==> config.mk <==
export PLATFORM = sky130hd
export DESIGN_NAME = cbs_sequencer
export DESIGN_NICKNAME = d
export VERILOG_FILES = /design/src/include/cbs_pkg.sv /design/src/cbs_sequencer.sv
export SDC_FILE = /design/constraint.sdc
export NUM_CORES = 1
export LEC_CHECK = 0
export BUFFER_PORTS_ARGS = -buffer_cell sky130_fd_sc_hd__buf_4
export CORE_MARGIN = 4
export CORE_UTILIZATION = 50
export CTS_CLUSTER_SIZE = 24
export DETAILED_ROUTE_END_ITERATION = 8
export PLACE_DENSITY = 0.81
export SETUP_SLACK_MARGIN = 0.2
export SYNTH_ARGS = -nofsm -noshare
export SYNTH_HDL_FRONTEND = slang
export SYNTH_SLANG_ARGS = --single-unit
export TNS_END_PERCENT = 50
==> constraint.sdc <==
create_clock -name clk -period 10.1 [get_ports clk]
set_clock_uncertainty 0.05 [all_clocks]
set_input_delay 1.515 -clock clk [delete_from_list [all_inputs] [get_ports clk]]
set_output_delay 1.515 -clock clk [all_outputs]
set_load 0.03 [all_outputs]
==> src/include/cbs_pkg.sv <==
// cbs_pkg: shared types and constants of the machine-cycle sequencer
// assumes a single clock domain; used by the sequencer, its checker and bench
package cbs_pkg;

    // instructions whose bus cycles are sequenced
    typedef enum logic [3:0] {
        CBS_OP_STEP_IDX_MEM,
        CBS_OP_STEP_IDX_REG,
        CBS_OP_PORT_IMM,
        CBS_OP_ZERO_PAGE_PORT_READ_OP,
        CBS_OP_PORT_PAIR,
        CBS_OP_REPEAT_PORT_READ_UP,
        CBS_OP_REPEAT_PORT_READ_DOWN,
        CBS_OP_JUMP_ABSOLUTE_OP,
        CBS_OP_JUMP_COND,
        CBS_OP_JUMP_IDX
    } cbs_op_t;

    // kind of the machine cycle in progress
    typedef enum logic [2:0] {
        CBS_K_END,
        CBS_K_FETCH1,
        CBS_K_FETCH2,
        CBS_K_OPERAND,
        CBS_K_MEM_READ,
        CBS_K_MEM_WRITE,
        CBS_K_IO_READ,
        CBS_K_IDLE
    } cbs_kind_t;

    // t-state counts: a bus cycle is t1..t3, an idle state one clock
    localparam logic [1:0] CBS_T_FIRST   = 2'h0;
    localparam logic [1:0] CBS_T_LAST    = 2'h2;
    localparam logic [3:0] CBS_MC_FIRST  = 4'h1;
    localparam logic [3:0] CBS_MC_NONE   = 4'h0;
    localparam logic [1:0] CBS_OFF_RST   = 2'h0;
    localparam logic [7:0] CBS_ZERO_PAGE = 8'h00;
    localparam logic [15:0] CBS_ADDR_RST = 16'h0000;
    localparam logic       CBS_STROBE_RST = 1'b1;

endpackage : cbs_pkg

==> src/cbs_sequencer.sv <==
// cbs_sequencer: machine-cycle sequencer for bus strobes and address
// assumes same-clock core logic gives start, op and register values
// Contract
// RQ1: indexed memory step: two fetches, displacement, two idles, read, idle, write in eighth
// RQ2: index register step: two opcode fetches then one idle with all strobes high
// RQ3: immediate port read: byte on low address, accumulator high, port request and read low
// RQ4: zero-page port read: fourth cycle reads port, upper address forced zero
// RQ5: pair port read: two fetches then port read at full pair address
// RQ6: repeat port read: port read, memory write at pointer, two idles while counter nonzero
// RQ7: absolute jump: fetch, then low and high target byte reads
// RQ8: conditional jump reads high target byte only when condition holds
// RQ9: indexed register jump: two fetches, lead flag low only in first
// RQ10: outside decoders answer only while their request strobe is low
`timescale 1ns/10ps
`default_nettype none
module cbs_sequencer
    import cbs_pkg::*;
(
    input  wire logic        clk,
    input  wire logic        rst,
    input  wire logic        start,
    input  wire cbs_op_t     op,
    input  wire logic        cond_true,
    input  wire logic        count_nonzero,
    input  wire logic [15:0] pc,
    input  wire logic [15:0] index_reg,
    input  wire logic [15:0] pair_reg,
    input  wire logic [15:0] pointer_reg,
    input  wire logic [7:0]  accum,
    input  wire logic [7:0]  data_in,
    output logic      [15:0] bus_addr,
    output logic             rd_n,
    output logic             wr_n,
    output logic             memory_request_n,
    output logic             io_request_n,
    output logic             opcode_fetch_cycle_n,
    output logic             halt_n,
    output logic             opcode_lead_flag,
    output logic             busy,
    output logic             done,
    output logic      [3:0]  mcycle,
    output logic      [15:0] jump_target
);

    cbs_op_t     op_q,    op_d;
    cbs_kind_t   kind_q,  kind_d;
    logic [1:0]  t_q,     t_d;
    logic [3:0]  mc_q,    mc_d;
    logic [1:0]  off_q,   off_d;
    logic        ocnt_q,  ocnt_d;
    logic [7:0]  lo_q,    lo_d;
    logic [7:0]  hi_q,    hi_d;
    logic [15:0] addr_q,  addr_d;
    logic        rd_q,    rd_d;
    logic        wr_q,    wr_d;
    logic        memory_request_n_q,  memory_request_n_d;
    logic        ioreq_q, ioreq_d;
    logic        fetch_q, fetch_d;
    logic        lead_q,  lead_d;
    logic        busy_q,  busy_d;
    logic        done_q,  done_d;
    logic        halt_q;

    // cycle kind for each machine cycle of each instruction
    function automatic cbs_kind_t seq(input cbs_op_t o, input logic [3:0] m,
                                      input logic c, input logic nz);
        cbs_kind_t k;
        k = CBS_K_END;
        case (o)
            // RQ1 indexed memory steps
            CBS_OP_STEP_IDX_MEM: begin
                case (m)
                    4'h1:    k = CBS_K_FETCH1;
                    4'h2:    k = CBS_K_FETCH2;
                    4'h3:    k = CBS_K_OPERAND;
                    4'h4:    k = CBS_K_IDLE;
                    4'h5:    k = CBS_K_IDLE;
                    4'h6:    k = CBS_K_MEM_READ;
                    4'h7:    k = CBS_K_IDLE;
                    4'h8:    k = CBS_K_MEM_WRITE;
                    default: k = CBS_K_END;
                endcase
            end
            // RQ2 fetch, fetch, idle
            CBS_OP_STEP_IDX_REG: begin
                case (m)
                    4'h1:    k = CBS_K_FETCH1;
                    4'h2:    k = CBS_K_FETCH2;
                    4'h3:    k = CBS_K_IDLE;
                    default: k = CBS_K_END;
                endcase
            end
            // RQ3 port read in third cycle
            CBS_OP_PORT_IMM: begin
                case (m)
                    4'h1:    k = CBS_K_FETCH1;
                    4'h2:    k = CBS_K_OPERAND;
                    4'h3:    k = CBS_K_IO_READ;
                    default: k = CBS_K_END;
                endcase
            end
            // RQ4 port read in fourth cycle
            CBS_OP_ZERO_PAGE_PORT_READ_OP: begin
                case (m)
                    4'h1:    k = CBS_K_FETCH1;
                    4'h2:    k = CBS_K_FETCH2;
                    4'h3:    k = CBS_K_OPERAND;
                    4'h4:    k = CBS_K_IO_READ;
                    default: k = CBS_K_END;
                endcase
            end
            // RQ5 port read after two fetches
            CBS_OP_PORT_PAIR: begin
                case (m)
                    4'h1:    k = CBS_K_FETCH1;
                    4'h2:    k = CBS_K_FETCH2;
                    4'h3:    k = CBS_K_IO_READ;
                    default: k = CBS_K_END;
                endcase
            end
            // RQ6 read port, write memory, idles while counting
            CBS_OP_REPEAT_PORT_READ_UP,
            CBS_OP_REPEAT_PORT_READ_DOWN: begin
                case (m)
                    4'h1:    k = CBS_K_FETCH1;
                    4'h2:    k = CBS_K_FETCH2;
                    4'h3:    k = CBS_K_IO_READ;
                    4'h4:    k = CBS_K_MEM_WRITE;
                    4'h5:    k = nz ? CBS_K_IDLE : CBS_K_END;
                    4'h6:    k = nz ? CBS_K_IDLE : CBS_K_END;
                    default: k = CBS_K_END;
                endcase
            end
            // RQ7 fetch and two target reads
            CBS_OP_JUMP_ABSOLUTE_OP: begin
                case (m)
                    4'h1:    k = CBS_K_FETCH1;
                    4'h2:    k = CBS_K_OPERAND;
                    4'h3:    k = CBS_K_OPERAND;
                    default: k = CBS_K_END;
                endcase
            end
            // RQ8 high byte only if condition holds
            CBS_OP_JUMP_COND: begin
                case (m)
                    4'h1:    k = CBS_K_FETCH1;
                    4'h2:    k = CBS_K_OPERAND;
                    4'h3:    k = c ? CBS_K_OPERAND : CBS_K_END;
                    default: k = CBS_K_END;
                endcase
            end
            // RQ9 two fetches only
            CBS_OP_JUMP_IDX: begin
                case (m)
                    4'h1:    k = CBS_K_FETCH1;
                    4'h2:    k = CBS_K_FETCH2;
                    default: k = CBS_K_END;
                endcase
            end
            default: k = CBS_K_END;
        endcase
        return k;
    endfunction : seq

    // sequencing of machine cycles and t-states
    always_comb begin
        op_d   = op_q;
        kind_d = kind_q;
        t_d    = t_q;
        mc_d   = mc_q;
        off_d  = off_q;
        ocnt_d = ocnt_q;
        lo_d   = lo_q;
        hi_d   = hi_q;
        busy_d = busy_q;
        done_d = 1'b0;
        if (!busy_q) begin
            if (start) begin
                op_d   = op;
                kind_d = CBS_K_FETCH1;
                t_d    = CBS_T_FIRST;
                mc_d   = CBS_MC_FIRST;
                off_d  = CBS_OFF_RST;
                ocnt_d = 1'b0;
                busy_d = 1'b1;
            end
        end else if (kind_q == CBS_K_IDLE || t_q == CBS_T_LAST) begin
            if (kind_q == CBS_K_FETCH1 || kind_q == CBS_K_FETCH2 || kind_q == CBS_K_OPERAND) begin
                off_d = off_q + 2'h1;
            end
            if (kind_q == CBS_K_OPERAND) begin
                ocnt_d = 1'b1;
                if (ocnt_q) begin
                    hi_d = data_in;
                end else begin
                    lo_d = data_in;
                end
            end
            mc_d   = mc_q + 4'h1;
            t_d    = CBS_T_FIRST;
            kind_d = seq(op_q, mc_d, cond_true, count_nonzero);
            if (kind_d == CBS_K_END) begin
                busy_d = 1'b0;
                done_d = 1'b1;
                mc_d   = CBS_MC_NONE;
            end
        end else begin
            t_d = t_q + 2'h1;
        end
    end

    // strobes and address for the cycle about to run
    always_comb begin
        addr_d  = addr_q;
        rd_d    = 1'b1;
        wr_d    = 1'b1;
        memory_request_n_d  = 1'b1;
        ioreq_d = 1'b1;
        fetch_d = 1'b1;
        lead_d  = 1'b1;
        case (kind_d)
            CBS_K_FETCH1: begin
                // RQ9 lead flag low in first fetch
                lead_d  = 1'b0;
                fetch_d = 1'b0;
                rd_d    = 1'b0;
                memory_request_n_d  = 1'b0;
                addr_d  = pc + {14'h0000, off_d};
            end
            CBS_K_FETCH2: begin
                // RQ2 second fetch also marks fetch cycle
                fetch_d = 1'b0;
                rd_d    = 1'b0;
                memory_request_n_d  = 1'b0;
                addr_d  = pc + {14'h0000, off_d};
            end
            CBS_K_OPERAND: begin
                rd_d   = 1'b0;
                memory_request_n_d = 1'b0;
                addr_d = pc + {14'h0000, off_d};
            end
            CBS_K_MEM_READ,
            CBS_K_MEM_WRITE: begin
                rd_d   = (kind_d != CBS_K_MEM_READ);
                wr_d   = (kind_d != CBS_K_MEM_WRITE);
                memory_request_n_d = 1'b0;
                // RQ1 index plus signed displacement
                if (op_d == CBS_OP_STEP_IDX_MEM) begin
                    addr_d = index_reg + {{8{lo_d[7]}}, lo_d};
                end else begin
                    // RQ6 write to pointer address
                    addr_d = pointer_reg;
                end
            end
            CBS_K_IO_READ: begin
                rd_d    = 1'b0;
                ioreq_d = 1'b0;
                if (op_d == CBS_OP_PORT_IMM) begin
                    // RQ3 accumulator high, port byte low
                    addr_d = {accum, lo_d};
                end else if (op_d == CBS_OP_ZERO_PAGE_PORT_READ_OP) begin
                    // RQ4 upper byte forced zero
                    addr_d = {CBS_ZERO_PAGE, lo_d};
                end else begin
                    // RQ5 full pair as port address
                    addr_d = pair_reg;
                end
            end
            default: begin
                addr_d = addr_q;
            end
        endcase
    end

    always_ff @(posedge clk) begin
        if (rst) begin
            op_q    <= CBS_OP_STEP_IDX_REG;
            kind_q  <= CBS_K_END;
            t_q     <= CBS_T_FIRST;
            mc_q    <= CBS_MC_NONE;
            off_q   <= CBS_OFF_RST;
            ocnt_q  <= 1'b0;
            lo_q    <= 8'h00;
            hi_q    <= 8'h00;
            addr_q  <= CBS_ADDR_RST;
            rd_q    <= CBS_STROBE_RST;
            wr_q    <= CBS_STROBE_RST;
            memory_request_n_q  <= CBS_STROBE_RST;
            ioreq_q <= CBS_STROBE_RST;
            fetch_q <= CBS_STROBE_RST;
            lead_q  <= CBS_STROBE_RST;
            halt_q  <= CBS_STROBE_RST;
            busy_q  <= 1'b0;
            done_q  <= 1'b0;
        end else begin
            op_q    <= op_d;
            kind_q  <= kind_d;
            t_q     <= t_d;
            mc_q    <= mc_d;
            off_q   <= off_d;
            ocnt_q  <= ocnt_d;
            lo_q    <= lo_d;
            hi_q    <= hi_d;
            addr_q  <= addr_d;
            rd_q    <= rd_d;
            wr_q    <= wr_d;
            memory_request_n_q  <= memory_request_n_d;
            ioreq_q <= ioreq_d;
            fetch_q <= fetch_d;
            lead_q  <= lead_d;
            halt_q  <= CBS_STROBE_RST;
            busy_q  <= busy_d;
            done_q  <= done_d;
        end
    end

    assign bus_addr             = addr_q;
    assign rd_n                 = rd_q;
    assign wr_n                 = wr_q;
    assign memory_request_n     = memory_request_n_q;
    assign io_request_n         = ioreq_q;
    assign opcode_fetch_cycle_n = fetch_q;
    assign halt_n               = halt_q;
    assign opcode_lead_flag     = lead_q;
    assign busy                 = busy_q;
    assign done                 = done_q;
    assign mcycle               = mc_q;
    assign jump_target          = {hi_q, lo_q};

endmodule : cbs_sequencer
`default_nettype wire
# After elaboration in Yosys (flattened, before gate mapping)
# Memory sizes are Yosys's and may differ from the RTL's.
# Cells that the tools add are included.
# op_classes
n_addsub	5
n_mul	0
n_div	0
magnitude_cmp	0
n_eq_ne	32
shifts	0
mux	51
n_bitwise	3
n_reduce_logical	21
# op_table
operator	n
16-bit two-way mux	3
16-bit one-hot mux with 3 select lines	1
8-bit two-way mux	4
4-bit by 3-bit == test with 1-bit output (second input constant)	7
3-bit one-hot mux with 3 select lines	3
3-bit one-hot mux with 9 select lines	1
4-bit by 2-bit == test with 1-bit output (second input constant)	6
4-bit two-way mux	6
3-bit two-way mux	6
16-bit adder	1
16-bit by 2-bit adder with 16-bit output	1
2-bit two-way mux	8
3-bit one-hot mux with 5 select lines	1
1-bit two-way mux	13
3-bit by 2-bit == test with 1-bit output (second input constant)	4
3-bit == test (second input constant)	4
3-bit one-hot mux with 4 select lines	1
2-bit OR reduction	6
4-bit by 1-bit == test with 1-bit output (second input constant)	2
4-bit == test (second input constant)	2
4-bit zero test	2
2-bit one-hot mux with 2 select lines	2
3-bit by 1-bit == test with 1-bit output (second input constant)	2
3-bit != test (second input constant)	2
other kinds (17)	24
# word_totals
register_bits	56
latchBits	0
ram_bits	0
rom_bits	48
elab_cells	130
n_memories	1
# mem_list
name	words	word_bits	read_ports	rd_ports_with_merged_regs	wr	line	rtl
(no name shown)	16	3	1	0	0	cbs_sequencer.sv:72	case (m)

# Logic depth before layout (Yosys ltp)
# Gate-level depths: netlist of run 1.
# depth
depth_word	13
ltp_mapped	19

# Worst setup path after synthesis of run 1
# Ideal clock, no wire load.
# synth_path
path_kind	input-to-reg
startpoint	input data_in[0]
endpoint	register addr_q[12], in the netlist bus_addr[12]
arrival_ns	3.781
required_ns	9.964
slack_ns	6.183
path_stages	14
n_path_buf	0
path_cell_list	mux2i_1 inv_1 ha_1 inv_1 fa_1 nor2b_1 o31ai_1 a21boi_0 o211ai_1 a31oi_1 o21a_1 o311ai_0 nand3_1 a211oi_1
# synth_between
elab_chain_cells	7
# synth_rtl
item	line	rtl
from (decl)	cbs_sequencer.sv:30	input wire logic [7:0] data_in,
8-bit two-way mux	cbs_sequencer.sv:193	if (ocnt_q) begin
8-bit two-way mux	cbs_sequencer.sv:191	if (kind_q == CBS_K_OPERAND) begin
8-bit two-way mux	cbs_sequencer.sv:187	end else if (kind_q == CBS_K_IDLE || t_q == CBS_T_LAST) begin
8-bit two-way mux	cbs_sequencer.sv:177	if (!busy_q) begin
net lo_d[0]	cbs_sequencer.sv:51	logic [7:0] lo_q, lo_d;
16-bit adder	cbs_sequencer.sv:249	addr_d = index_reg + {{8{lo_d[7]}}, lo_d};
16-bit two-way mux	cbs_sequencer.sv:248	if (op_d == CBS_OP_STEP_IDX_MEM) begin
16-bit one-hot mux with 3 select lines	cbs_sequencer.sv:221	case (kind_d)
to (signal assigned)	cbs_sequencer.sv:304	addr_q <= addr_d;
to (decl)	cbs_sequencer.sv:53	logic [15:0] addr_q, addr_d;
# The timed path passes the listed nets, and every way through them passes these cells.
# A chain may end at the register's enable or synchronous reset.

# Worst setup path in the final report of run 1
# layout_path
startpoint	register t_q[0]
endpoint	register addr_q[12], in the netlist bus_addr[12]
# layout_between
elab_chain_cells	7
word_cells_on_any_way	21
cone_classes	2 x add/sub; 7 x eq/ne; 8 x mux; 4 x reduce/logical
# layout_rtl
item	line	rtl
from (decl)	cbs_sequencer.sv:47	logic [1:0] t_q, t_d;
from (signal assigned)	cbs_sequencer.sv:298	t_q <= t_d;
2-bit == test	cbs_sequencer.sv:187	
1-bit logical OR	cbs_sequencer.sv:187	
8-bit two-way mux	cbs_sequencer.sv:187	
8-bit two-way mux	cbs_sequencer.sv:177	
net lo_d[0]	cbs_sequencer.sv:51	
16-bit adder	cbs_sequencer.sv:249	
16-bit two-way mux	cbs_sequencer.sv:248	
16-bit one-hot mux with 3 select lines	cbs_sequencer.sv:221	
# The timed path passes the listed nets, and every way through them passes these cells.

==> results of run 1 <==
==> kinds of logic after synthesis <==
logic type | share of synthesized area
and+or+nand+nor | 0.2374
AOI/OAI and AO/OA | 0.2440
DFF | 0.2575
buffers and inverters | 0.05345
xor gates and xnor gates | 0.06868
adders and majority gates | 0.07816
muxes | 0.06006
other | 0.0008612
==> critical path: stages, from the launching register on <==
cell      delay [ps]
dfxtp_1          340
inv_1             60
ha_1             190
and3b_1          220
nand3_1          120
nor2_2           470
mux2i_1          370
inv_1             80
ha_1             200
inv_1             70
fa_1             180
nor2b_1           70
o31ai_1          410
a21boi_0         200
o211ai_1         230
a31oi_1          160
o21a_1           190
o311ai_0         430
nand3_1          130
a211oi_1         240
==> registers in the layout, summed over array words and instances, names as in the netlist <==
name,cells
lo_q,8
ocnt_q,1
memory_request_n,1
kind_q,3
bus_addr,16
op_q,4
off_q,2
wr_n,1
rd_n,1
busy,1
hi_q,8
opcode_lead_flag,1
t_q,2
io_request_n,1
done,1
opcode_fetch_cycle_n,1
mcycle,4
==> power by group through the flow <==
stage	logic (mW)	registers, mW	clock network, mW
CTS	0.150	0.243	0.133
detailed placement	0.150	0.248	0
floorplan	0.0759	0.259	0
global placement	0.147	0.247	0
finish	0.152	0.243	0.130
global route	0.164	0.245	0.140
==> worst max-delay path by stage <==
stage                     depth (start not counted)           end
after floorplan                                  14  bus_addr[12]
after global placement                            8   bus_addr[9]
after detailed placement                          8   bus_addr[9]
after CTS                                        19  bus_addr[12]
after global routing                             19  bus_addr[12]
final                                            19  bus_addr[12]
==> layer usage <==
layer	vias up	track usage
met5	-	0
met4	0	0.07669
met3	27	0.04614
met2	219	0.4306
met1	2083	0.3076
li1	2184	-
==> area by class of cell <==
type,instances,area (µm²),share of cell area
Multi-Input combinational cell,437,3000,0.5533
Inverter,22,82.58,0.01523
Clock inverter,3,27.53,0.005076
Sequential cell,56,1121,0.2067
Tap cell,105,131.4,0.02423
Timing Repair Buffer,132,991.0,0.1827
Clock buffer,5,68.82,0.01269
==> cells in the mapped netlist, types with 6 or more instances <==
cell       n  area, µm²
xnor2_1   12      105.1
dfxtp_1   56       1121
xor2_1    14      122.6
ha_1      24      300.3
clkbuf_1  14      52.55
nand2b_1   7      43.79
a21oi_1   33      165.2
buf_2      6      30.03
o22ai_1    7      43.79
mux2i_1   25      250.2
nor3_1    14      70.07
o21ai_0   25      125.1
o21a_1     8      60.06
inv_1     22      82.58
nand3_1   19      95.09
nand2_1   46      172.7
and3_1     9      56.30
nor2_1    70      262.8
nor2b_1   10      62.56
==> per-stage QoR <==
stage          setup WS [ps]  cells
2_1_floorplan           6183    544
3_3_place_gp            5560    752
3_5_place_dp            5428    752
4_1_cts                 5631    760
5_1_grt                 5287    760
6_report                5622    760
==> qor.yml, run 1 <==
cp.arrival_ps: 4670
p_seq_frac: 0.463
holdCritPathClass: "reg -> reg"
period_share: 0.4434
track_usage: 0.2469
final_hold_viol_count: 0
synth_nets: 659
setup_tns_ps: 0
fill_cells: 739
ios: 134
min_from: "bus_addr[8]"
async_flop_share: 0
power_leakage_nw: 2.441
clock_power_share: 0.248
clock_path_buffers: 2
dpl-instance-area_um2: 5326
syn_area_per_cell_um2: 8.004
setup_viol: 0
max_cap_viol_count: 0
grt_overflow: 0
antennaDiodeCount: 0
cp_max_fo: 8
ctsHoldBuffers: 0
worst_setup_path_end_kind: "flip-flop"
vias: 4513
path_clk_slew_ps: 110
ys_ff_latch: 56
io_buffers: 132
coreArea_um2: 8341
cp.required_ps: 10290
p_int_mw: 0.3482
cts.sinks: 56
outcome: "finished clean"
tightestPinTransition_ps: 883.4
h-tree-depth: 2
cts_tree: "yes"
hold_depth: 2
layout_commonest_cell: "buf_4"
synthFlopType: "dfxtp_1"
slew_headroom: 0.3942
critical_path_class: "reg -> reg"
area_delta_synth_final_pct: 24.54
numCtsBuffers: 5
die_height_um: 101.3
grt_max_degree: 54
final_nets: 769
dp_hpwl_um: 10230
netlist_area_um2: 4354
wl_met1_um: 5243
setup.worst_path.start: "t_q[0]"
fin_crit_ps: 4478
worstReg2RegEnd: "bus_addr[12]"
final_util: 0.6502
wl_met3_um: 1113
finalWirelength_um: 12980
rrSetupSlack_ps: 5620
start_util: 0.5221
swShare: 0.3364
layout_common_cells: "buf_4 (132), nor2_1 (70), dfxtp_1 (56)"
hold_ws_ps: 439.7
synth_cell_types: 86
rsz0062_at_grt: "no"
vias_per_cell: 5.938
firstDrtPassIters: 5
synth_cells: 544
place.gp.congestion: 0.9448
die_area_um2: 10270
cts_resized: 0
clock_latency_ps: 310
synth_edf_count: 0
routed.top_layer: "met4"
wl_met2_um: 6317
min_to: "bus_addr[8]"
r2r_start: "t_q[0]"
cts_root_buf: "clkbuf_8"
stdcell_area_um2: 5423
dieWidth_um: 101.3
ys_warn_count: 0
power_density_nw_per_um2: 96.76
grt_pass1_wl_um: 20440
ys_seq_area_frac: 0.2575
drive_gt1_frac: 0.2550
power.switching_mw: 0.1765
drt_iter0_markers: 269
p_comb_frac: 0.289
ant_nets: 0
post-cts-setup-buffers: 0
row_count: 33
wl_per_cell_um: 17.08
slew_violations: 0
vdd_drop_max_v: 0.00006281
max_freq_mhz: 223.3
cp-start-kind: "flip-flop"
drc: 0
antenna_found_initial: 0
first_global_vias: 4254
total_power_mw: 0.5247
reg2regPathDepth: 19
No activity file was read; power rests on OpenSTA's default activity.
==> run 2: changes to the inputs <==
- clock period: 10.1 -> 4.6 ns (I/O delays scaled with it)
==> qor.yml, run 2 (synthesis results as in run 1) <==
outcome: "finished clean"
ios: 134
r2r_start: "t_q[0]"
ctsHoldBuffers: 0
holdCritPathClass: "reg -> reg"
area_delta_synth_final_pct: 26.55
numCtsBuffers: 5
die_area_um2: 10270
path_clk_slew_ps: 100
final_nets: 778
setup_viol: 0
cp.required_ps: 4800
stdcell_area_um2: 5510
layout_commonest_cell: "buf_4"
cp-start-kind: "flip-flop"
seq_area_um2: 1121
layoutNonFillerInstCount: 769
wl_per_cell_um: 17.31
dpl-instance-area_um2: 5356
final_util: 0.6607
place.gp.congestion: 0.9696
grt_max_degree: 54
fill_cells: 719
multi_input_area_um2: 3014
reg2regPathDepth: 19
total_power_mw: 1.147
antenna_found_initial: 0
ant_nets: 0
critPathCapture: "bus_addr[11]"
die_height_um: 101.3
worst_setup_path_end_kind: "flip-flop"
tightestPinTransition_ps: 931.1
clock_latency_ps: 320
vias_per_cell: 5.938
drt_iter0_markers: 259
start_util: 0.5221
clock_path_buffers: 2
dp.cells: 756
cts_tree: "yes"
final_hold_viol_count: 0
firstDrtPassIters: 5
power_density_nw_per_um2: 208.2
cp_max_fo: 8
period_share: 0.9129
finalWirelength_um: 13310
io_buffers: 132
max_cap_viol_count: 0
layout_common_cells: "buf_4 (140), nor2_1 (70), dfxtp_1 (56)"
vdd_drop_max_v: 0.0001159
setup_tns_ps: 0
antennaDiodeCount: 0
drive_gt1_frac: 0.2681
cts_root_buf: "clkbuf_8"
critical_path_class: "reg -> reg"
grt_overflow: 0
setup.worst_path.start: "t_q[0]"
vias: 4566
fin_crit_ps: 4199
worstReg2RegEnd: "bus_addr[11]"
row_count: 33
track_usage: 0.2559
grt_pass1_wl_um: 21280
rrSetupSlack_ps: 400
slew_headroom: 0.3792
rsz0062_at_grt: "no"
dieWidth_um: 101.3
slew_violations: 0
power_leakage_nw: 2.485
coreArea_um2: 8341
cts.sinks: 56
h-tree-depth: 2
drc: 0
largest_register_ffs: 16
cp.arrival_ps: 4400
max_freq_mhz: 238.1
first_global_vias: 4453
dp_hpwl_um: 10600
run 2: cell types whose count changed in the layout (fill, tap and decap cells not counted), sizes merged:
cell	delta
buf	+9
run 2: worst min path at each step:
stage / start / endpoint / slack [ps] / cells after the start
after floorplan: t_q[1] / t_q[1] / 410 / 2
after global placement: bus_addr[9] / bus_addr[9] / 420 / 2
after detailed placement: bus_addr[13] / bus_addr[13] / 420 / 2
after CTS: bus_addr[13] / bus_addr[13] / 430 / 2
after global routing: bus_addr[13] / bus_addr[13] / 460 / 2
final: bus_addr[9] / bus_addr[9] / 440 / 2
run 2: stage by stage:
stage	setup WS (ps)	hold slack [ps]
finish	400.6	437.0
global route	131.7	461.0
CTS	340.8	433.4
detailed placement	370.4	416.3
global placement	578.1	418.5
floorplan	799.7	408.5
run 2: worst max-delay path, stage by stage (launching register included):
cell       delay [ps]
dfxtp_1           340
inv_1              50
ha_1              190
and3b_1           230
nand3_1           160
nor2_4            200
buf_12            130
buf_4             100
mux2i_1           290
inv_1             220
ha_1              410
a21oi_1           280
o21ai_0           130
a31o_2            250
xnor2_1           130
nor2_1             80
a21oi_1            90
a2111oi_0         550
nor2_1            120
a21oi_1           130
run 2: final cells by class:
type,count,share of cell area
timing repair buffer,141,0.1944
clock buffer,5,0.01249
inverter,22,0.01499
multi-input combinational,437,0.5470
tap,105,0.02384
sequential,56,0.2035
clock inverter,3,0.003860
run 2: timing repair:
item / in CTS / in global routing
resized for setup: 0 / 4
setup buffers: 0 / 5
setup endpoints to repair: 0 / 3
run 2: power by group:
group	total [mW]	internal, mW	leakage, nW	switching [mW]
combinational	0.336	0.146	1.98	0.190
sequential	0.533	0.508	0.458	0.0248
clock	0.278	0.109	0.0445	0.169
total	1.15	0.763	2.49	0.384
run 2: per-layer routing:
layer / global-route usage / part of all wire / wire length, µm / up-vias
met5: 0 / 0 / 0 / -
met4: 0.09509 / 0.031 / 406 / 0
met3: 0.04683 / 0.083 / 1108 / 36
met2: 0.4482 / 0.49 / 6487 / 222
met1: 0.3112 / 0.40 / 5306 / 2111
li1: - / - / - / 2197
==> run 3: changes to the inputs <==
- CORE_UTILIZATION: 50 -> 40
- PLACE_DENSITY: 0.81 -> 0.68
==> qor.yml, run 3 (synthesis results as in run 1) <==
outcome: "finished clean"
stdcell_area_um2: 5544
vias: 4445
rrSetupSlack_ps: 590
numCtsBuffers: 5
dp.cells: 788
max_freq_mhz: 249.3
grt_max_degree: 54
path_cells: "inv_1, ha_1, and3b_1, nand3_1, nor2_4, buf_12, mux2i_1, inv_1, ha_1, o21a_1, o21a_1, a21boi_0, o211ai_1, a31oi_1, o22ai_1, nor4b_1, nor3_1, nor4_1"
reg2regPathDepth: 18
dp_hpwl_um: 10700
setup_viol: 0
layout_commonest_cell: "buf_4"
cp.required_ps: 4770
largest_register_ffs: 16
slowest_delay_ps: 390
cp_max_fo: 7
r2r_start: "t_q[0]"
clock_latency_ps: 310
final_util: 0.5299
setup_tns_ps: 0
cp.arrival_ps: 4180
clock_path_buffers: 2
slew_headroom: 0.3683
track_usage: 0.2041
layoutNonFillerInstCount: 797
vias_per_cell: 5.577
tightestPinTransition_ps: 947.6
final_nets: 775
holdCritPathClass: "reg -> reg"
io_buffers: 132
h-tree-depth: 2
power_leakage_nw: 2.477
first_global_vias: 4358
cts_tree: "yes"
ant_nets: 0
place_ws_ps: 301.2
path_clk_slew_ps: 100
grt_overflow: 0
critical_path_class: "reg -> reg"
total_power_mw: 1.198
dpl-instance-area_um2: 5403
slew_violations: 0
drc: 0
rsz0062_at_grt: "yes"
drt_iter0_markers: 343
row_count: 37
grt_pass1_wl_um: 21420
firstDrtPassIters: 5
antennaDiodeCount: 0
ios: 134
crit_path_top_delay_cell: "mux2i_1"
worst_setup_path_end_kind: "flip-flop"
fin_ws_ps: 588.3
period_share: 0.8721
area_delta_synth_final_pct: 27.33
drive_gt1_frac: 0.2617
place.gp.congestion: 0.9224
layout_common_cells: "buf_4 (137), nor2_1 (70), dfxtp_1 (56)"
min_to: "bus_addr[13]"
start_util: 0.4162
die_area_um2: 12620
cp-start-kind: "flip-flop"
antenna_found_initial: 0
cts_root_buf: "clkbuf_8"
final_hold_viol_count: 0
hold_ws_ps: 432.4
cts.sinks: 56
dieWidth_um: 112.3
min_from: "bus_addr[13]"
wl_per_cell_um: 17.01
finalWirelength_um: 13560
vdd_drop_max_v: 0.0001356
hold_depth: 2
worstReg2RegEnd: "bus_addr[14]"
fin_crit_ps: 4012
coreArea_um2: 10460
power_density_nw_per_um2: 216.1
die_height_um: 112.3
max_cap_viol_count: 0
-- run 3: changes by cell type in the layout (fill, tap and decap cells not counted) --
cell	change
mux2i_1	+1
clkinvlp_4	-1
bufinv_16	+1
clkbuf_1	+1
mux2i_2	-1
buf_4	-3
o311ai_0	+1
clkinv_2	-1
o311ai_1	-1
-- run 3: per-layer routing --
| layer | vias to the layer above | part of all wire | track usage |
|---|---|---|---|
| met1 | 2053 | 0.43 | 0.2631 |
| met3 | 13 | 0.072 | 0.03288 |
| met4 | 0 | 0.013 | 0.04567 |
| met2 | 180 | 0.49 | 0.3584 |
| li1 | 2199 | - | - |
| met5 | - | 0 | 0 |
-- run 3: what timing repair did --
item	in CTS	in global routing
hold buffers	0	0
resized for setup	0	2
setup endpoints to repair	0	2
setup buffers	0	1
-- run 3: power by group --
group | internal (mW) | switching [mW] | total (mW) | leakage [nW]
Clock | 0.165 | 0.163 | 0.328 | 0.0558
Sequential | 0.508 | 0.0262 | 0.534 | 0.458
Combinational | 0.147 | 0.189 | 0.336 | 1.96
-- run 3: worst max-delay path by stage --
stage	from	end	slack [ps]	depth (start not counted)
detailed placement	t_q[0]	bus_addr[12]	300	19
floorplan	busy	bus_addr[12]	800	17
finish	t_q[0]	bus_addr[14]	590	18
global placement	t_q[0]	bus_addr[12]	530	19
CTS	t_q[0]	bus_addr[12]	270	19
global route	t_q[0]	bus_addr[14]	170	18
-- run 3: area by class of cell --
type	count	area [µm²]
fill	1016	4918
multi-input combinational	437	3010
sequential	56	1121
timing repair buffer	138	1049
tap	136	170.2
inverter	22	82.58
clock buffer	6	72.57
clock inverter	2	38.79
-- run 3: worst max-delay path, delay by kind of cell, from the launching register on --
kind            cells  cell delay (ps)
buf+inv             3              300
fa+ha+maj           2              520
compound gates      6             1130
simple gates        6             1200
mux                 1              390
flops               1              330
